File: src/rtl/vcs_pkg.sv
// constants and types shared by the calibration sequencer files
package vcs_pkg;

  // ----------------------------------------------------------------
  // register indices (byte address is four times the index)
  // ----------------------------------------------------------------
  localparam logic [9:0] IDX_CAL_CTRL = 10'h018;
  localparam logic [9:0] IDX_ZD_CTRL  = 10'h01E;
  localparam logic [9:0] IDX_STATUS   = 10'h01F;
  localparam logic [9:0] IDX_VCO_DIV  = 10'h1E0;
  localparam logic [9:0] IDX_UPDATE   = 10'h232;
  localparam logic [9:0] IDX_R_DIV    = 10'h240;
  localparam logic [9:0] IDX_DELAY    = 10'h241;

  // ----------------------------------------------------------------
  // field positions
  // ----------------------------------------------------------------
  localparam int CAL_REQ_BIT  = 0;
  localparam int CAL_DIV_LSB  = 1;
  localparam int ZD_MODE_LSB  = 1;
  localparam int ZD_CH_LSB    = 3;
  localparam int DONE_BIT     = 6;
  localparam int BUSY_BIT     = 0;
  localparam int UPDATE_BIT   = 0;
  localparam int VCO_DIV_LSB  = 0;
  localparam int R_DIV_LSB    = 0;
  localparam int R_DLY_LSB    = 0;
  localparam int N_DLY_LSB    = 4;

  // ----------------------------------------------------------------
  // encodings, reset values and counts
  // ----------------------------------------------------------------
  localparam logic [1:0]  ZD_INTERNAL   = 2'h1;
  localparam logic [1:0]  ZD_EXTERNAL   = 2'h3;
  localparam logic [13:0] R_DIV_RESET   = 14'h0001;
  localparam logic [2:0]  VCO_DIV_RESET = 3'h0;
  localparam logic [15:0] CAL_DIV_BASE  = 16'h0002;
  localparam logic [12:0] CAL_CYCLES    = 13'h1130; // 4400 calibration clocks

  // configuration that is staged by software and moved by update
  typedef struct packed {
    logic        cal_req;
    logic [1:0]  cal_div;
    logic [1:0]  zd_mode;
    logic [1:0]  zd_ch;
    logic [2:0]  vco_div;
    logic [13:0] r_div;
    logic [3:0]  r_dly;
    logic [3:0]  n_dly;
  } vcs_cfg_t;

  localparam vcs_cfg_t CFG_RESET = '{cal_req: 1'b0, cal_div: 2'h0,
                                     zd_mode: 2'h0, zd_ch: 2'h0,
                                     vco_div: VCO_DIV_RESET,
                                     r_div: R_DIV_RESET,
                                     r_dly: 4'h0, n_dly: 4'h0};

endpackage : vcs_pkg

File: src/rtl/vcs_tick_if.sv
// tick stream with divide value between sequencer and divider
interface vcs_tick_if;
  logic        clr;
  logic        tick_in;
  logic [15:0] div;
  logic        tick_out;

  modport src (output clr, output tick_in, output div, input tick_out);
  modport dst (input clr, input tick_in, input div, output tick_out);
endinterface : vcs_tick_if

File: src/rtl/vcs_tick_div.sv
// divides a tick stream by a programmable value
module vcs_tick_div
(
  input  wire logic pclk,
  input  wire logic presetn,
  vcs_tick_if.dst   tk
);

  typedef struct packed {
    logic [15:0] cnt;
    logic        tick;
  } vcs_div_st_t;

  vcs_div_st_t st;
  vcs_div_st_t next_st;
  logic [15:0] lim;

  // ----------------------------------------------------------------
  // next state: one output tick per div input ticks
  // ----------------------------------------------------------------
  always_comb
  begin
    next_st      = st;
    next_st.tick = 1'b0;
    lim          = (tk.div == 16'h0000) ? 16'h0001 : tk.div; // zero acts as one
    if (tk.clr)
    begin
      next_st.cnt = 16'h0000;
    end
    else if (tk.tick_in)
    begin
      if (st.cnt + 16'h0001 >= lim)
      begin
        next_st.cnt  = 16'h0000;
        next_st.tick = 1'b1;
      end
      else
      begin
        next_st.cnt = st.cnt + 16'h0001;
      end
    end
  end

  // state register
  always_ff @(posedge pclk or negedge presetn)
  begin
    if (!presetn)
      st <= '0;
    else
      st <= next_st;
  end

  assign tk.tick_out = st.tick;

endmodule : vcs_tick_div

File: src/rtl/vcs_sequencer.sv
// oscillator calibration sequencer and zero delay feedback select
//
// Contract
// - calibration clock comes from divided reference
// - autoload completion starts a calibration
// - first request bit plus update starts calibration
// - later starts need transferred zero-to-one request
// - read-only completion flag reads one when finished
// - sync outputs, calibrate, release sync, close loop
// - outputs resume without waiting for lock
// - calibration clock is phase clock over divider
// - calibration lasts 4400 calibration clocks
// - no self start when loop registers change
// - internal mode feeds back channel divider zero
// - dividers one to three only in external mode
// - programmable reference and feedback path delays
// - external mode feeds back through clock pins
// - external default divider zero, calibration uses it
//
// Added by the designer: the address map and the APB interface to the registers.
module vcs_sequencer
(
  input  wire logic        pclk,
  input  wire logic        presetn,
  input  wire logic        psel,
  input  wire logic        penable,
  input  wire logic        pwrite,
  input  wire logic [11:0] paddr,
  input  wire logic [31:0] pwdata,
  output logic      [31:0] prdata,
  output logic             pready,
  output logic             pslverr,
  input  wire logic        reference_input_clock,
  input  wire logic        autoload_enable,
  input  wire logic        autoload_done,
  output logic             output_sync,
  output logic             loop_closed,
  output logic             cal_busy,
  output logic             feedback_source_selector,
  output logic             feedback_divider_input_selector,
  output logic      [1:0]  feedback_channel,
  output logic      [1:0]  cal_feedback_channel,
  output logic      [2:0]  vco_divider,
  output logic      [3:0]  reference_delay,
  output logic      [3:0]  feedback_delay
);

  // calibration sequence states
  typedef enum {
    ST_IDLE,
    ST_SYNC,
    ST_CAL
  } vcs_fsm_t;

  // whole module state, registered as one word
  typedef struct packed {
    // staged and active configuration
    vcs_pkg::vcs_cfg_t stage;
    vcs_pkg::vcs_cfg_t act;
    // calibration progress and held outputs
    vcs_fsm_t          fsm;
    logic [12:0]       cnt;
    logic              done;
    logic              sync;
    logic              closed;
    // reference pin synchroniser
    logic              ref_s1;
    logic              ref_s2;
    logic              ref_s3;
    // divider clear and feedback routing
    logic              div_clr;
    logic              src_sel;
    logic              in_sel;
    logic [1:0]        fb_ch;
    logic [1:0]        cal_ch;
    // bus answer
    logic              rdy;
    logic              err;
    logic [31:0]       rdata;
  } vcs_state_t;

  // registered state and its next value
  vcs_state_t st;
  vcs_state_t next_st;

  // tick streams into the two dividers
  vcs_tick_if pd_if ();
  vcs_tick_if cal_if ();

  // bus decode and start helpers
  logic        setup;
  logic        wr_acc;
  logic        mapped;
  logic        start_req;
  logic [9:0]  idx;
  logic [31:0] rd_word;

  // ----------------------------------------------------------------
  // reference edge to phase clock to calibration clock
  // ----------------------------------------------------------------
  assign pd_if.clr      = st.div_clr;
  assign pd_if.tick_in  = st.ref_s2 & ~st.ref_s3;
  assign pd_if.div      = {2'h0, st.act.r_div};
  assign cal_if.clr     = st.div_clr;
  assign cal_if.tick_in = pd_if.tick_out;
  assign cal_if.div     = vcs_pkg::CAL_DIV_BASE << st.act.cal_div;

  // reference edges to phase clock ticks
  vcs_tick_div u_pd_div
  (
    .pclk    (pclk),
    .presetn (presetn),
    .tk      (pd_if.dst)
  );

  // phase ticks to calibration clock ticks
  vcs_tick_div u_cal_div
  (
    .pclk    (pclk),
    .presetn (presetn),
    .tk      (cal_if.dst)
  );

  // ----------------------------------------------------------------
  // bus decode
  // ----------------------------------------------------------------
  assign idx    = paddr[11:2];
  assign setup  = psel & ~penable;
  assign wr_acc = psel & penable & pwrite & st.rdy & ~st.err;
  // every index that answers without error
  assign mapped = (idx == vcs_pkg::IDX_CAL_CTRL) || (idx == vcs_pkg::IDX_ZD_CTRL)
               || (idx == vcs_pkg::IDX_STATUS)   || (idx == vcs_pkg::IDX_VCO_DIV)
               || (idx == vcs_pkg::IDX_UPDATE)   || (idx == vcs_pkg::IDX_R_DIV)
               || (idx == vcs_pkg::IDX_DELAY);

  // read mux: staged values, live status
  always_comb
  begin
    rd_word = 32'h0000_0000;
    case (idx)
      vcs_pkg::IDX_CAL_CTRL:
      begin
        rd_word[vcs_pkg::CAL_REQ_BIT]                      = st.stage.cal_req;
        rd_word[vcs_pkg::CAL_DIV_LSB +: 2]                 = st.stage.cal_div;
      end
      vcs_pkg::IDX_ZD_CTRL:
      begin
        rd_word[vcs_pkg::ZD_MODE_LSB +: 2]                 = st.stage.zd_mode;
        rd_word[vcs_pkg::ZD_CH_LSB +: 2]                   = st.stage.zd_ch;
      end
      vcs_pkg::IDX_STATUS:
      begin
        rd_word[vcs_pkg::DONE_BIT] = st.done;
        rd_word[vcs_pkg::BUSY_BIT] = (st.fsm != ST_IDLE);
      end
      vcs_pkg::IDX_VCO_DIV:
        rd_word[vcs_pkg::VCO_DIV_LSB +: 3]                 = st.stage.vco_div;
      vcs_pkg::IDX_R_DIV:
        rd_word[vcs_pkg::R_DIV_LSB +: 14]                  = st.stage.r_div;
      vcs_pkg::IDX_DELAY:
      begin
        rd_word[vcs_pkg::R_DLY_LSB +: 4]                   = st.stage.r_dly;
        rd_word[vcs_pkg::N_DLY_LSB +: 4]                   = st.stage.n_dly;
      end
      default:
        rd_word = 32'h0000_0000;                           // update reads zero
    endcase
  end

  // ----------------------------------------------------------------
  // next state
  // ----------------------------------------------------------------
  always_comb
  begin
    next_st         = st;
    start_req       = 1'b0;
    next_st.div_clr = 1'b0;

    // reference pin synchroniser and edge history
    next_st.ref_s1 = reference_input_clock;
    next_st.ref_s2 = st.ref_s1;
    next_st.ref_s3 = st.ref_s2;

    // zero wait slave: ready in the access cycle
    next_st.rdy = setup;
    next_st.err = setup & ~mapped;
    if (setup)
      next_st.rdata = mapped ? rd_word : 32'h0000_0000;

    // staged register writes
    if (wr_acc)
    begin
      case (idx)
        vcs_pkg::IDX_CAL_CTRL:
        begin
          next_st.stage.cal_req = pwdata[vcs_pkg::CAL_REQ_BIT];
          next_st.stage.cal_div = pwdata[vcs_pkg::CAL_DIV_LSB +: 2];
        end
        vcs_pkg::IDX_ZD_CTRL:
        begin
          next_st.stage.zd_mode = pwdata[vcs_pkg::ZD_MODE_LSB +: 2];
          next_st.stage.zd_ch   = pwdata[vcs_pkg::ZD_CH_LSB +: 2];
        end
        vcs_pkg::IDX_VCO_DIV:
          next_st.stage.vco_div = pwdata[vcs_pkg::VCO_DIV_LSB +: 3];
        vcs_pkg::IDX_R_DIV:
          next_st.stage.r_div   = pwdata[vcs_pkg::R_DIV_LSB +: 14];
        vcs_pkg::IDX_DELAY:
        begin
          next_st.stage.r_dly   = pwdata[vcs_pkg::R_DLY_LSB +: 4];
          next_st.stage.n_dly   = pwdata[vcs_pkg::N_DLY_LSB +: 4];
        end
        vcs_pkg::IDX_UPDATE:
        begin
          // update strobe: move every staged field at once
          if (pwdata[vcs_pkg::UPDATE_BIT])
          begin
            next_st.act = st.stage;
            // an update starts a run only on a transferred rising request
            start_req = st.stage.cal_req & ~st.act.cal_req;
          end
        end
        default:
          next_st.act = next_st.act;
      endcase
    end

    // autoload completion starts a run on its own
    if (autoload_enable && autoload_done)
      start_req = 1'b1;

    // calibration sequence
    case (st.fsm)
      ST_IDLE:
      begin
        // requests are only taken while idle
        if (start_req)
        begin
          next_st.fsm     = ST_SYNC;
          next_st.sync    = 1'b1;
          next_st.closed  = 1'b0;
          next_st.done    = 1'b0;
          next_st.div_clr = 1'b1;
        end
      end
      ST_SYNC:
      begin
        // outputs now held static, start counting
        next_st.fsm = ST_CAL;
        next_st.cnt = 13'h0000;
      end
      ST_CAL:
      begin
        if (cal_if.tick_out)
        begin
          if (st.cnt + 13'h0001 >= vcs_pkg::CAL_CYCLES)
          begin
            // release outputs at once, no lock wait
            next_st.fsm    = ST_IDLE;
            next_st.sync   = 1'b0;
            next_st.closed = 1'b1;
            next_st.done   = 1'b1;
            next_st.cnt    = 13'h0000;
          end
          else
          begin
            next_st.cnt = st.cnt + 13'h0001;
          end
        end
      end
      default:
        next_st.fsm = ST_IDLE;
    endcase

    // feedback routing from the active zero delay fields
    case (st.act.zd_mode)
      vcs_pkg::ZD_INTERNAL:
      begin
        next_st.src_sel = 1'b1;
        next_st.in_sel  = 1'b0;
        next_st.fb_ch   = 2'h0;
      end
      vcs_pkg::ZD_EXTERNAL:
      begin
        next_st.src_sel = 1'b1;
        next_st.in_sel  = 1'b1;
        next_st.fb_ch   = st.act.zd_ch;
      end
      default:
      begin
        // no zero delay: normal feedback path
        next_st.src_sel = 1'b0;
        next_st.in_sel  = 1'b0;
        next_st.fb_ch   = 2'h0;
      end
    endcase
    // calibration follows the chosen feedback divider
    if (st.act.zd_mode == vcs_pkg::ZD_EXTERNAL)
      next_st.cal_ch = st.act.zd_ch;
    else
      next_st.cal_ch = 2'h0;
  end

  // ----------------------------------------------------------------
  // state register
  // ----------------------------------------------------------------
  always_ff @(posedge pclk or negedge presetn)
  begin
    if (!presetn)
    begin
      // clear all, then load the configuration defaults
      st       <= '0;
      st.stage <= vcs_pkg::CFG_RESET;
      st.act   <= vcs_pkg::CFG_RESET;
      st.fsm   <= ST_IDLE;
    end
    else
    begin
      st <= next_st;
    end
  end

  // ----------------------------------------------------------------
  // outputs, all registered
  // ----------------------------------------------------------------
  assign prdata                          = st.rdata;
  assign pready                          = st.rdy;
  assign pslverr                         = st.err;
  assign output_sync                     = st.sync;
  assign loop_closed                     = st.closed;
  assign cal_busy                        = st.sync;
  assign feedback_source_selector        = st.src_sel;
  assign feedback_divider_input_selector = st.in_sel;
  assign feedback_channel                = st.fb_ch;
  assign cal_feedback_channel            = st.cal_ch;
  assign vco_divider                     = st.act.vco_div;
  assign reference_delay                 = st.act.r_dly;
  assign feedback_delay                  = st.act.n_dly;

endmodule : vcs_sequencer

File: config.mk
export PLATFORM = sky130hd
export DESIGN_NAME = vcs_sequencer
export DESIGN_NICKNAME = d
export VERILOG_FILES = /design/src/rtl/vcs_pkg.sv /design/src/rtl/vcs_tick_if.sv /design/src/rtl/vcs_tick_div.sv /design/src/rtl/vcs_sequencer.sv
export SDC_FILE = /design/constraint.sdc
export NUM_CORES = 1
export LEC_CHECK = 0
export BUFFER_PORTS_ARGS = -buffer_cell sky130_fd_sc_hd__buf_4
export CORE_ASPECT_RATIO = 0.75
export CORE_MARGIN = 5
export CORE_UTILIZATION = 63
export DETAILED_ROUTE_END_ITERATION = 10
export PLACE_DENSITY_LB_ADDON = 0.05
export SLEW_MARGIN = 20
export SYNTH_ARGS = -nofsm -noshare
export SYNTH_HDL_FRONTEND = slang
export SYNTH_HIERARCHICAL = 1
export SYNTH_SLANG_ARGS = --single-unit
File: constraint.sdc
create_clock -name pclk -period 5.03 [get_ports pclk]
set_clock_uncertainty 0.15 [all_clocks]
set_input_delay 0.503 -clock pclk [delete_from_list [all_inputs] [get_ports pclk]]
set_output_delay 0.503 -clock pclk [all_outputs]
set_load 0.03 [all_outputs]
### After elaboration in Yosys (flattened, before gate mapping)

Cells that the tools add are included.

| operators by class | value |
|---|---|
| add/sub/neg operators | 3 |
| magnitude comparators | 3 |
| eq/ne operators | 14 |
| shift-type cells | 1 |
| mux-type cells | 37 |
| bitwise logic cells | 13 |
| reduce and logical (&&, ||, !) cells | 24 |

Operators with widths:

| kind | count |
|---|---|
| 32-bit case mux with 3 select lines | 1 |
| 16-bit 2-to-1 mux | 5 |
| 32-bit 2-to-1 mux | 2 |
| 48-bit 2-to-1 mux | 1 |
| 17-bit 2-to-1 mux | 2 |
| 16-bit by 1-bit adder with 16-bit output (second input constant) | 2 |
| 32-bit by 1-bit == test with 1-bit output (second input constant) | 1 |
| 32-bit by 2-bit == test with 1-bit output (second input constant) | 1 |
| 16-bit greater-or-equal comparator | 2 |
| 16-bit zero test | 2 |
| 32-bit zero test | 1 |
| 32-bit nonzero test | 1 |
| 10-bit == test (second input constant) | 3 |
| 10-bit by 5-bit == test with 1-bit output (second input constant) | 3 |
| 14-bit 2-to-1 mux | 2 |
| 13-bit case mux with 2 select lines | 1 |
| 2-bit by 2-bit << shifter with 16-bit output (first input constant) | 1 |
| 13-bit by 1-bit adder with 13-bit output (second input constant) | 1 |
| 13-bit greater-or-equal comparator (second input constant) | 1 |
| 13-bit 2-to-1 mux | 1 |
| 2-bit AND reduction | 6 |
| 10-bit by 9-bit == test with 1-bit output (second input constant) | 1 |
| 1-bit 2-to-1 mux | 10 |
| 2-bit case mux with 5 select lines | 1 |
| 20 further kinds | 43 |

| storage, ports and cells | value |
|---|---|
| register bits after elaboration | 190 |
| bits of input ports | 52 |
| output and inout bits | 54 |
| logic and storage cells | 131 |

### Logic depth before layout (Yosys ltp)

Gate-level depths: netlist of the first run.

| depth | value |
|---|---|
| depth after elaboration | 9 |
| mapped depth | 12 |
| mapped depth without buffers | 11 |

### Hierarchy

Netlist of the first run, hierarchy kept.

Modules (own cells, without submodules):

| module | instances | cells each | area each (sq um) |
|---|---|---|---|
| vcs_sequencer | 1 | 482 | 5315.1 |
| vcs_tick_div | 2 | 170 | 1432.6 |

### Worst setup path after synthesis of the first run

No wires, ideal clock.

| timing | value |
|---|---|
| kind | input-to-reg |
| start | in paddr[5] |
| end | reg st[136] in the netlist's numbering |
| setup time | 125 ps |
| arrival time | 2503 ps |
| data required time | 4755 ps |
| slack | 2252 ps |
| cell stages on the path | 6 |
| path buffers | 2 |
| cells stage by stage | or4b_4 -> or4_1 -> buf_2 -> nor4_4 -> buf_6 -> mux2_4 |

| between the ends | value |
|---|---|
| word-level cells in the longest chain between the ends | 2 |

Ends and longest elaborated chain:

| what | line | source |
|---|---|---|
| start, declared | vcs_sequencer.sv:28 | `input wire logic [11:0] paddr,` |
| 10-bit == test | vcs_sequencer.sv:193 | `case (idx)` |
| 2-bit AND reduction (no line) | n/a |  |
| end signal, assigned | vcs_sequencer.sv:319 | `st <= next_st;` |
| end, declared | vcs_sequencer.sv:83 | `vcs_state_t st;` |

No other way between the ends.
A chain may end at the register's enable or synchronous reset.

### Worst setup path in the final report of the first run

| timing | value |
|---|---|
| start | reg u_pd_div/st[1] in the netlist's numbering |
| end | reg u_pd_div/st[9] in the netlist's numbering |

| between the ends | value |
|---|---|
| word-level cells in the longest chain between the ends | 5 |

Ends and longest elaborated chain:

| what | line | source |
|---|---|---|
| start, declared | vcs_tick_div.sv:14 | `vcs_div_st_t st;` |
| start signal, assigned | vcs_tick_div.sv:50 | `st <= next_st;` |
| 16-bit by 1-bit adder with 16-bit output (*) | vcs_tick_div.sv:32, vcs_tick_div.sv:39 |  |
| 16-bit greater-or-equal comparator | vcs_tick_div.sv:32 | `if (st.cnt + 16'h0001 >= lim)` |
| 16-bit 2-to-1 mux (*) | vcs_tick_div.sv:32 |  |
| 17-bit 2-to-1 mux (*) | vcs_tick_div.sv:30 | `else if (tk.tick_in)` |
| 16-bit 2-to-1 mux (*) | vcs_tick_div.sv:26 | `if (tk.clr)` |

Every way passes the cells marked *; elsewhere a longest branch is shown, timed or not. The select of a mux whose other input is x is not followed.

==> key figures, run 1 <==
Pwr
  – Logic gate share of total power: between 10% and 20%
  – Switching share of total power: approximately 30%
  – LEAKAGE: ~4.5 nW
  – P per Cell Area: slightly below 300 nW/um2
  – Sequential share of power: 45.4%
  – Max VDD drop: ~0.25 mV
  – Psw: approximately 810 uW
  – Clock power share: 44.6%
  – P_int: roughly 1.9 mW

Setup path
  – Largest fanout on the critical path: 15
  – Reg-to-reg startpoint: u_pd_div/st[1]
  – Worst R2R Path Depth: 11
  – CP Class: flop to flop
  – FF-to-FF setup slack: approximately 1.5 ns
  – Worst R2R End: u_pd_div/st[9]
  – CP Data Required Time: 5.21 ns
  – WP data arrival: about 3.7 ns
  – CP endpoint kind: flop
  – Startpoint Class: flop

STA
  – Slew Viols, Final: 0
  – Post-Route Setup TNS: 0 ns
  – Final setup viols: 0
  – Fin crit share: around 70%
  – Slew HR: 29.7%
  – Final Hold Viols: 0
  – Fmax: approximately 0.28 GHz
  – Worst-margin pin slew: between 1 and 1.5 ns
  – Tmin final: approximately 3.5 ns
  – RSZ-0062 raised after global routing: no

Status
  – Status: finished, final reports clean

Synth
  – Async S/R FF share, synth: between 90% and 100%
  – #FFs+latches synth: 139
  – Prevailing post-synth register cell: dfrtp_1
  – Post-synthesis sequential area ratio: between 40 and 50%
  – Unique cell type count in the Yosys netlist: 66
  – Synth Warn #: 6
  – Syn avg cell area: around 10 um2
  – Post-synth EDFFs: 0
  – Post-Synthesis Cell Area: slightly above 8000 um2
  – Mapped Cells: about 800

Drt
  – Drt total wl: 17600 um
  – Post-DRT Antenna Nets: 0
  – Via-per-instance ratio: 5.71
  – Via count: a little over 6000
  – TritonRoute pass-1 iters: 4
  – DR WL/cell: 16.7 um
  – Initial DRC Count: approximately 360
  – DRC Markers: 0

Floorplan
  – Core area: 12800 um2
  – Effective utilization at floorplan: 63.7%
  – Chip height: 109 um
  – Die W: 142 um
  – Row cnt: 36
  – Die area: 15400 um2
  – I/O pin count: around 110

Global routing
  – First-pass GRT wire length: 29900 um
  – GRT Overall Usage: around 24%
  – Remaining Overflow, GRT: 0
  – Initial antenna violation count: 0
  – Most Used Layer, Global Route: met2
  – Met3 usage: under 10%
  – Routing usage on met2: 37.1%
  – Largest net degree at the start of global routing: between 100 and 150
  – GR met1 Demand/Resource: between 30% and 40%
  – Vias in the first global route: 6046

Placed design
  – DP HPWL: roughly 12000 um
  – GP Congestion: ~0.90
  – Placed insts: just over 1000
  – Port bufs: 67

Clock network
  – Clock Path Buffers: 2
  – Post-CTS sizing: 0
  – Num Clock Sinks: roughly 140
  – Hold-fix buffers, CTS: 0
  – Clk_lat worst skew: between 0.4 and 0.5 ns
  – Clock-pin slew on the worst setup and hold paths: 0.07 ns
  – Num CTS Buffers: 17
  – CTS tree: yes
  – Number of H-tree levels: 4
  – Setup Buffers After CTS: 0
  – CTS root buf: clkbuf_16

Finish
  – Antenna diodes: 0
  – Layout cells sized above 1: a little under a quarter
  – Filler cells: roughly 980
  – Post-layout util: 71.3%
  – Non-Filler Instances: 1058
  – Nets@finish: just under 1000
  – P&R area growth vs syn: 11.9%

Min path
  – Hold Crit Class: input pin to asynchronous set/reset pin

Job
  – Max-Cap Viols: 0
==> cell type report <==
cell class                 instances  area [um2]  share of cell area (%)
tap                              171         214                    2.34
sequential                       139        3480                    38.0
timing repair buffer              72         548                    5.99
inverter                          75         282                    3.08
clock inverter                    15         148                    1.61
clock buffer                      17         425                    4.65
multi-input combinational        569        4050                    44.3
==> worst max-delay path: stages, from the launching register on <==
cell      delay (ns)
dfrtp_1         0.48
ha_1            0.30
and3_1          0.24
and4_1          0.23
xnor2_1         0.26
inv_1           0.10
ha_1            0.29
nand2_1         0.08
o21ai_0         0.12
a22oi_1         0.34
nand4b_2        0.50
o21ai_0         0.33
==> power by group through the flow <==
stage               Sequential, mW  Clock [mW]  Combinational (mW)
finish                        1.23        1.21               0.271
global route                  1.24        1.28               0.312
CTS                           1.23        1.23               0.273
detailed placement            1.25           0               0.272
global placement              1.25           0               0.259
floorplan                     1.20           0               0.230
==> flip-flops by register name, summed over array words and instances, names as in the netlist, 2 cells and up <==
register and flops:
st 56, u_cal_div/st 16, u_pd_div/st 16, pd_if.div 14, prdata 14, feedback_delay 4, reference_delay 4, vco_divider 3
cal_feedback_channel 2, next_st 2
==> cell usage after synthesis (all sizes together) (3+ instances only) <==
| cell type | count | area share, % |
|---|---|---|
| mux2 | 63 | 9.1 |
| a221oi | 4 | 0.50 |
| nand4b | 3 | 0.47 |
| or2 | 3 | 0.23 |
| clkbuf | 22 | 1.0 |
| nand4 | 12 | 1.3 |
| a311o | 7 | 0.86 |
| xor2 | 13 | 1.4 |
| nand2b | 9 | 0.69 |
| a211oi | 12 | 1.1 |
| xnor2 | 16 | 1.7 |
| a22oi | 4 | 0.37 |
| nor2b | 11 | 0.84 |
| ha | 35 | 5.4 |
| nand2 | 97 | 4.5 |
| and4 | 8 | 0.92 |
| o31ai | 8 | 0.73 |
| nand3 | 29 | 1.8 |
| nor3 | 14 | 0.92 |
| and2 | 5 | 0.38 |
| a31oi | 4 | 0.31 |
| o21ai | 53 | 4.2 |
| and3 | 14 | 1.1 |
| nor2 | 21 | 0.96 |
| or3 | 4 | 0.31 |
| inv | 75 | 3.4 |
| dfrtp | 137 | 42 |
| mux2i | 5 | 0.61 |
| a22o | 4 | 0.43 |
| a21oi | 16 | 0.98 |
| or4 | 7 | 0.64 |
| buf | 61 | 5.5 |
| nor4 | 15 | 1.8 |
==> cell usage in the layout, fill, tap and decap left out, drive strengths merged, types with 4 or more instances in the layout <==
master,netlist,final
a221oi,4,4
or4,7,7
and4,8,8
and2,5,5
a22oi,4,4
conb,1,45
a311o,7,7
a211oi,12,12
nand3,29,29
nor2,21,21
or3,4,4
mux2i,5,5
ha,35,35
buf,61,72
nand2b,9,9
o31ai,8,8
a22o,4,4
nor2b,11,11
nor3,14,14
nand4,12,12
mux2,63,63
nor4,15,15
inv,75,86
nand2,97,97
and3,14,14
o21ai,53,53
a31oi,4,4
xnor2,16,16
clkbuf,22,17
dfrtp,137,137
a21oi,16,16
xor2,13,13
==> kinds of logic after synthesis <==
kind of cell               share of synthesized area (%)
DFF                                                 42.6
xor gates and xnor gates                            3.10
adders and majority gates                           5.35
and+or+nand+nor                                     17.6
muxes                                               9.74
other                                             0.0458
buffers and inverters                               9.91
AOI/OAI and AO/OA                                   11.7
==> stage by stage <==
step | setup WS [ns] | power [mW] | hold slack (ns) | instance area (um2)
4_1_cts | 1.47 | 2.74 | 0.0237 | 9150
3_5_place_dp | 1.50 | 1.52 | 0.193 | 8580
2_1_floorplan | 2.25 | 1.43 | 0.0574 | 8350
6_report | 1.49 | 2.72 | 0.0189 | 9150
3_3_place_gp | 1.63 | 1.51 | 0.193 | 8570
5_1_grt | 1.15 | 2.84 | 0.0249 | 9150
==> layer usage <==
layer  up-vias  routed length [um]
met5         -                   0
met4         0                 159
met2       141                8340
met1      2983                8390
li1       2900                   -
met3        15                 740
==> how the worst max path moves through the flow <==
| stage | startpoint | endpoint | slack (ns) | cells past startpoint |
|---|---|---|---|---|
| 2_1_floorplan | paddr[5] | st[136] | 2.25 | 6 |
| 3_3_place_gp | u_cal_div/st[1] | u_cal_div/st[10] | 1.63 | 11 |
| 3_5_place_dp | u_cal_div/st[1] | u_cal_div/st[10] | 1.50 | 11 |
| 4_1_cts | u_pd_div/st[1] | u_pd_div/st[9] | 1.47 | 11 |
| 5_1_grt | u_cal_div/st[1] | u_cal_div/st[10] | 1.15 | 11 |
| 6_report | u_pd_div/st[1] | u_pd_div/st[9] | 1.49 | 11 |
Note: power is estimated with default switching activity, not from simulation.
==> run 2: changes to the inputs <==
ABC_AREA = 1   (was unset)
CORE_UTILIZATION = 53   (was 63)
clock period = 3.2 ns   (was 5.03 ns; I/O delays follow)
==> key figures, run 2 <==
Drt
  – Met2 WL: 8030 um (-3.8%)
  – Post-DRT Antenna Nets: 0 (unchanged)
  – Initial DRC Count: 375 (+3.0%)
  – Uppermost layer routed: met4
  – Metal1 wirelength: 9440 um (+13%)
  – Drt total wl: 18300 um (+4.1%)
  – DR WL/cell: 13.3 um (-20%)
  – TritonRoute pass-1 iters: 5 (+1)
  – Via count: 6743 (+12%)
  – DRC Markers: 0 (unchanged)
  – Via-per-instance ratio: 4.88 (-15%)
  – DR WL met3: 763 um (+3.1%)

Setup path
  – CP Data Required Time: 3.35 ns (-1.86 ns)
  – WP depth: 14 (+3)
  – Critical Path, Cell by Cell: ha_1 > nand2_2 > nor2_4 > nand2_2 > nor2_1 > nand2_1 > nand2_1 > inv_1 > ha_1 > nand4_1 > nor3_1 > nand2_2 > nand3_1 > nand2_1
  – CP Launch Point: u_cal_div/st[1]
  – Reg-to-reg startpoint: u_cal_div/st[1]
  – Setup crit end: u_cal_div/st[16]
  – Worst R2R End: u_cal_div/st[16]
  – CP max stage cell: dfrtp_1
  – FF-to-FF setup slack: 0.45 ns (-1.05 ns)
  – Startpoint Class: flop
  – Largest fanout on the critical path: 17 (+2)
  – CP endpoint kind: flop
  – Worst R2R Path Depth: 14 (+3)
  – Buf+Inv Stages, Crit Path: 1 (unchanged)
  – Largest stage delay, worst path: 0.45 ns (-0.05 ns)
  – WP data arrival: 2.91 ns (-0.81 ns)
  – CP Class: flop to flop
  – Delay-heaviest family, CP: simple AND/OR/NAND/NOR gates

Global routing
  – Initial antenna violation count: 0 (unchanged)
  – GRT Overall Usage: 20.8% (-3.3 points)
  – First-pass GRT wire length: 31500 um (+5.4%)
  – Vias in the first global route: 6426 (+6.3%)
  – Largest net degree at the start of global routing: 89 (-15%)
  – Remaining Overflow, GRT: 0 (unchanged)

Synth
  – Syn avg cell area: 7.73 um2 (-22%)
  – Synth Warn #: 6 (unchanged)
  – Post-Synthesis Cell Area: 8440 um2 (+3.2%)
  – Count leader, synth: nand2_1
  – Unique cell type count in the Yosys netlist: 43 (-35%)
  – Dominant cell type by area after synthesis: dfrtp_1
  – Mapped Cells: 1092 (+33%)
  – Prevailing post-synth register cell: dfrtp_1
  – Post-synthesis sequential area ratio: 41.2% (-1.3 points)
  – Synth cell count leaders: 281 x nand2_1, 167 x inv_1, 137 x dfrtp_1
  – Yosys top cell area share: 40.6% (-1.3 points)
  – #FFs+latches synth: 139 (unchanged)
  – Area contributors post-synth: dfrtp_1 41%, nand2_1 12%, inv_1 7.4%, ha_1 5.2%, buf_4 4.5%
  – Post-synth EDFFs: 0 (unchanged)
  – Async S/R FF share, synth: 100% (unchanged)

Clock network
  – Clock-pin slew on the worst setup and hold paths: 0.06 ns (about the same)
  – Clock Path Buffers: 2 (unchanged)
  – Setup Buffers After CTS: 0 (unchanged)
  – Num Clock Sinks: 139 (unchanged)
  – Number of H-tree levels: 4 (unchanged)
  – CTS tree: yes
  – Num CTS Buffers: 17 (unchanged)
  – Clk_lat worst skew: 0.42 ns (about the same)
  – CTS root buf: clkbuf_16
  – Post-CTS sizing: 0 (unchanged)

STA
  – Final Hold Viols: 0 (unchanged)
  – RSZ-0062 raised after global routing: no
  – Slew Viols, Final: 0 (unchanged)
  – Post-Route Setup TNS: 0 ns (unchanged)
  – Final setup viols: 0 (unchanged)
  – Slew HR: 46.3% (+17 points)
  – Hold WS: 0.0213 ns (+0.00240 ns)
  – Fmax: 0.363 GHz (+28%)
  – Fin crit share: 86.1% (+16 points)
  – Tmin final: 2.75 ns (-0.783 ns)
  – Worst-margin pin slew: 0.805 ns (-0.246 ns)

Finish
  – Largest registers: st x56, u_cal_div/st x16, u_pd_div/st x16
  – Commonest non-fill, non-tap cell in the layout: nand2_1
  – Layout cells sized above 1: 15.8% (-7.9 points)
  – Register area: 3480 um2 (unchanged)
  – Antenna diodes: 0 (unchanged)
  – Max reg flops: 56 (unchanged)
  – Final instance area: 9580 um2 (+4.7%)
  – Non-Filler Instances: 1382 (+31%)
  – P&R area growth vs syn: 13.5%
  – Area of the multi-input gates: 3950 um2 (-2.5%)
  – Top reg by flops: st
  – Nets@finish: 1247 (+30%)
  – Most frequent cells in the layout: 281 x nand2_1, 167 x inv_1, 137 x dfrtp_1, 94 x nor2_1, 73 x buf_4
  – Filler cells: 1529 (+57%)

Status
  – Status: finished, final reports clean

Pwr
  – LEAKAGE: 4.88 nW (+8.4%)
  – P per Cell Area: 539 nW/um2 (+82%)
  – Max VDD drop: 0.333 mV (+32%)
  – Overall power: 5.17 mW (+90%)

Min path
  – Hold Path Stages: 3
  – Hold Crit Class: input pin to flop

Placed design
  – Placed insts: 1343 (+31%)
  – DP HPWL: 13300 um (+6.8%)
  – GP Congestion: 0.856 (-4.6%)
  – Dpl cell area: 8940 um2 (+4.2%)
  – Port bufs: 67 (unchanged)

Floorplan
  – Effective utilization at floorplan: 53.4% (-10 points)
  – Die area: 18600 um2 (+21%)
  – Die W: 156 um (+10%)
  – Row cnt: 40 (+11%)
  – Core area: 15800 um2 (+23%)
  – Chip height: 119 um (+9.8%)
  – I/O pin count: 106 (unchanged)

Job
  – Max-Cap Viols: 0 (unchanged)
run 2: changes by cell type after synthesis, sizes merged, moves of 11 or more:
cell and delta:
nand2 +205, inv +97, nor2 +88, mux2 -51
nand3 +43, o21ai +20, xnor2 -16, and3 -14
clkbuf -13, a211oi -12, nand4 +12, nor2b -11
run 2: layout make-up:
| type | count | share of cell area (%) |
|---|---|---|
| clock inverters | 12 | 1.21 |
| repair buffers | 84 | 7.09 |
| flip-flops and latches | 139 | 36.3 |
| multi-input cells | 746 | 41.2 |
| inverters | 172 | 6.74 |
| well taps | 210 | 2.74 |
| clock buffers | 19 | 4.62 |
run 2: through the flow:
step / utilization [%] / setup slack [ns]
2_1_floorplan: - / 0.825
3_3_place_gp: 56.5 / 0.492
3_5_place_dp: 56.5 / 0.481
4_1_cts: 60.6 / 0.460
5_1_grt: 60.6 / 0.103
6_report: 60.6 / 0.446
run 2: worst min-delay path by stage:
stage / start / to / slack [ns]
global placement: next_st[42] / next_st[41] / 0.18
global route: pwdata[5] / st[125] / 0.04
detailed placement: next_st[42] / next_st[41] / 0.19
finish: pwdata[5] / st[125] / 0.02
CTS: pwdata[7] / st[127] / 0.005
floorplan: presetn / cal_busy / -0.13
run 2: kinds of logic (layout without fill, tap and decap cells):
kind of cell	Yosys count	count (layout)	synth area share, %
flip-flops	139	139	41.2
AND/OR/NAND/NOR	527	527	28.0
XOR/XNOR	10	10	1.04
multiplexers	12	12	2.05
AO/OA/AOI/OAI	126	126	8.98
buffers and inverters	242	287	13.5
other	1	36	0.0444
adder cells (fa/ha/maj)	35	35	5.19
run 2: metal layers:
| metal | global-route usage, % | vias to the layer above |
|---|---|---|
| met2 | 31.4 | 126 |
| met1 | 30.9 | 3086 |
| met5 | 0 | - |
| li1 | - | 3520 |
| met3 | 4.10 | 11 |
| met4 | 4.87 | 0 |
run 2: worst reg2reg max path, stage by stage, from the launching register on:
cell and delay, ns:
dfrtp_1 0.45, ha_1 0.22, nand2_2 0.10, nor2_4 0.17, nand2_2 0.11, nor2_1 0.12
nand2_1 0.05, nand2_1 0.08, inv_1 0.04, ha_1 0.28, nand4_1 0.12, nor3_1 0.22
nand2_2 0.28, nand3_1 0.18, nand2_1 0.06
run 2: power by group:
group | switching, mW | internal, mW | leakage (nW)
combinational | 0.753 | 0.445 | 2.72
sequential | 0.189 | 1.90 | 1.90
clock | 0.783 | 1.09 | 0.259
run 2: what timing repair did:
action,4_1_cts,5_1_grt
hold buffers,8,0
hold endpoints to repair,92,0
setup endpoints to repair,0,0
==> run 3: changes to the inputs <==
clock period = 2.2 ns   (was 3.2 ns; I/O delays follow)
==> key figures, run 3 (synthesis results as in run 2) <==
STA
  – Slew HR: 51.2% (+4.9 points)
  – Final setup viols: 34 (+34)
  – RSZ-0062 raised after global routing: yes
  – Worst-margin pin slew: 0.732 ns (-0.0728 ns)
  – Final Hold Viols: 0 (unchanged)
  – Slew Viols, Final: 0 (unchanged)
  – Post-Route Setup TNS: -12.97 ns (-12.97 ns)
  – Setup slack after layout: -0.455 ns (-0.900 ns)
  – Tmin final: 2.65 ns (-0.0999 ns)
  – Fmax: 0.377 GHz (+3.8%)
  – Fin crit share: 121% (+35 points)

Drt
  – DRC Markers: 0 (unchanged)
  – DR WL met3: 949 um (+24%)
  – Metal1 wirelength: 10300 um (+8.7%)
  – DR WL/cell: 14.3 um (+8.0%)
  – Drt total wl: 21500 um (+17%)
  – Initial DRC Count: 486 (+30%)
  – Uppermost layer routed: met4
  – Via count: 7478 (+11%)
  – Post-DRT Antenna Nets: 0 (unchanged)
  – Via-per-instance ratio: 4.98 (+2.1%)
  – Met2 WL: 9980 um (+24%)
  – TritonRoute pass-1 iters: 5 (unchanged)

Setup path
  – Reg-to-reg startpoint: u_pd_div/st[2]
  – FF-to-FF setup slack: -0.45 ns (-0.90 ns)
  – Startpoint Class: flop
  – CP Data Required Time: 2.36 ns (-0.99 ns)
  – Largest fanout on the critical path: 5 (-12)
  – Worst R2R End: u_pd_div/st[2]
  – CP endpoint kind: flop
  – CP Class: flop to flop
  – WP data arrival: 2.81 ns (-0.10 ns)
  – Worst R2R Path Depth: 15 (+1)

Clock network
  – Number of H-tree levels: 4 (unchanged)
  – Clk_lat worst skew: 0.43 ns (about the same)
  – Num Clock Sinks: 139 (unchanged)
  – Clock-pin slew on the worst setup and hold paths: 0.07 ns (about the same)
  – CTS root buf: clkbuf_16
  – CTS tree: yes
  – Num CTS Buffers: 17 (unchanged)
  – Clock Path Buffers: 2 (unchanged)

Pwr
  – P per Cell Area: 813 nW/um2 (+51%)
  – Max VDD drop: 0.577 mV (+73%)
  – LEAKAGE: 5.61 nW (+15%)

Job
  – Max-Cap Viols: 0 (unchanged)

Finish
  – Antenna diodes: 0 (unchanged)
  – Layout cells sized above 1: 29.8% (+14 points)
  – Top reg by flops: st
  – Post-layout util: 70.4% (+9.9 points)
  – P&R area growth vs syn: 31.9%
  – Area of the multi-input gates: 4490 um2 (+14%)
  – Most frequent cells in the layout: 267 x nand2_1, 165 x buf_4, 161 x inv_1, 136 x dfrtp_1, 82 x nor2_1
  – Nets@finish: 1365 (+9.5%)
  – Non-Filler Instances: 1501 (+8.6%)
  – Filler cells: 1321 (-14%)
  – Max reg flops: 56 (unchanged)
  – Register area: 3480 um2 (about the same)
  – Commonest non-fill, non-tap cell in the layout: nand2_1
  – Largest registers: st x56, u_cal_div/st x16, u_pd_div/st x16

Global routing
  – First-pass GRT wire length: 34900 um (+11%)
  – Initial antenna violation count: 0 (unchanged)
  – Remaining Overflow, GRT: 0 (unchanged)
  – Vias in the first global route: 7107 (+11%)
  – Largest net degree at the start of global routing: 53 (-40%)
  – GRT Overall Usage: 23.3% (+2.5 points)

Min path
  – Hold Path Stages: 4 (+1)
  – Hold Path End: pready
  – Hold Crit Class: input pin to flop
  – Hold_sp: psel

Floorplan
  – Chip height: 119 um (unchanged)
  – Die W: 156 um (unchanged)
  – Row cnt: 40 (unchanged)
  – Effective utilization at floorplan: 53.4% (unchanged)
  – I/O pin count: 106 (unchanged)
  – Core area: 15800 um2 (unchanged)
  – Die area: 18600 um2 (unchanged)

Placed design
  – GP Congestion: 0.874 (+2.2%)
  – Placed insts: 1423 (+6.0%)
  – Port bufs: 67 (unchanged)
  – DP HPWL: 14700 um (+11%)

Status
  – Status: finished with violations
  – Failing checks: negative setup slack
## run 3: cell types whose count changed in the layout (fill, tap and decap cells not counted), moves of 8 or more
cell	previous run	this run
buf_4	73	165
buf_6	1	13
dlygate4sd3_1	8	16
ha_1	35	27
nand2_1	281	267
nand3_1	67	33
nand3_2	5	37
nor2_1	94	82
nor2_2	6	14
## run 3: worst max path at each step
stage                                       end            start  cells after the start
after floorplan                 u_pd_div/st[13]   u_pd_div/st[1]                     16
after global placement    u_cal_div/tk.tick_out  u_cal_div/st[2]                     14
after detailed placement        u_cal_div/st[9]  u_cal_div/st[2]                     15
after CTS                      u_cal_div/st[10]  u_cal_div/st[1]                     16
after global routing             u_pd_div/st[2]   u_pd_div/st[2]                     15
final                            u_pd_div/st[2]   u_pd_div/st[2]                     15
## run 3: stage by stage
stage                     power [mW]  area, um2  setup slack (ns)  hold WS, ns
after floorplan                 4.37       8640            -0.174       -0.226
after global placement          5.19       9580            -0.544      -0.0107
after detailed placement        5.22       9580            -0.626      -0.0105
after CTS                       8.78      10800            -0.332       0.0130
after global routing            9.56      11100            -0.578       0.0221
final                           9.05      11100            -0.455       0.0203
## run 3: final cells by class
class | count | area share [%]
Tap cell | 210 | 2.36
Sequential cell | 139 | 31.3
Clock inverter | 15 | 1.53
Clock buffer | 17 | 3.82
Inverter | 172 | 5.80
Multi-Input combinational cell | 748 | 40.3
Timing Repair Buffer | 200 | 14.9
## run 3: where the power goes
group / switching (mW) / total [mW] / leakage [nW] / internal, mW
registers: 0.215 / 2.98 / 1.90 / 2.77
logic: 1.77 / 3.14 / 3.42 / 1.38
clock network: 1.30 / 2.93 / 0.288 / 1.62
## run 3: metal layers
metal  track usage (%)  vias to the layer above
li1                  -                     3773
met1              33.2                     3517
met2              36.3                      159
met3              4.79                       29
met4              6.01                        0
met5                 0                        -
## run 3: timing repair
action	4_1_cts	5_1_grt
pin swaps	15	40
hold endpoints to repair	159	0
hold buffers	16	0
setup endpoints to repair	34	38
buffers inserted	17	10
gates resized for setup	64	54
gates cloned	2	1
## run 3: worst max-delay path: stages (launching register included)
cell,delay (ns)
dfrtp_1,0.42
ha_4,0.17
nand2_4,0.07
nor2_4,0.15
buf_4,0.14
buf_4,0.10
nand3_1,0.09
nand2_1,0.13
inv_1,0.07
ha_1,0.28
nand2_1,0.08
nor3_4,0.29
buf_6,0.17
nand2_8,0.08
nand3_2,0.08
nand2_1,0.06
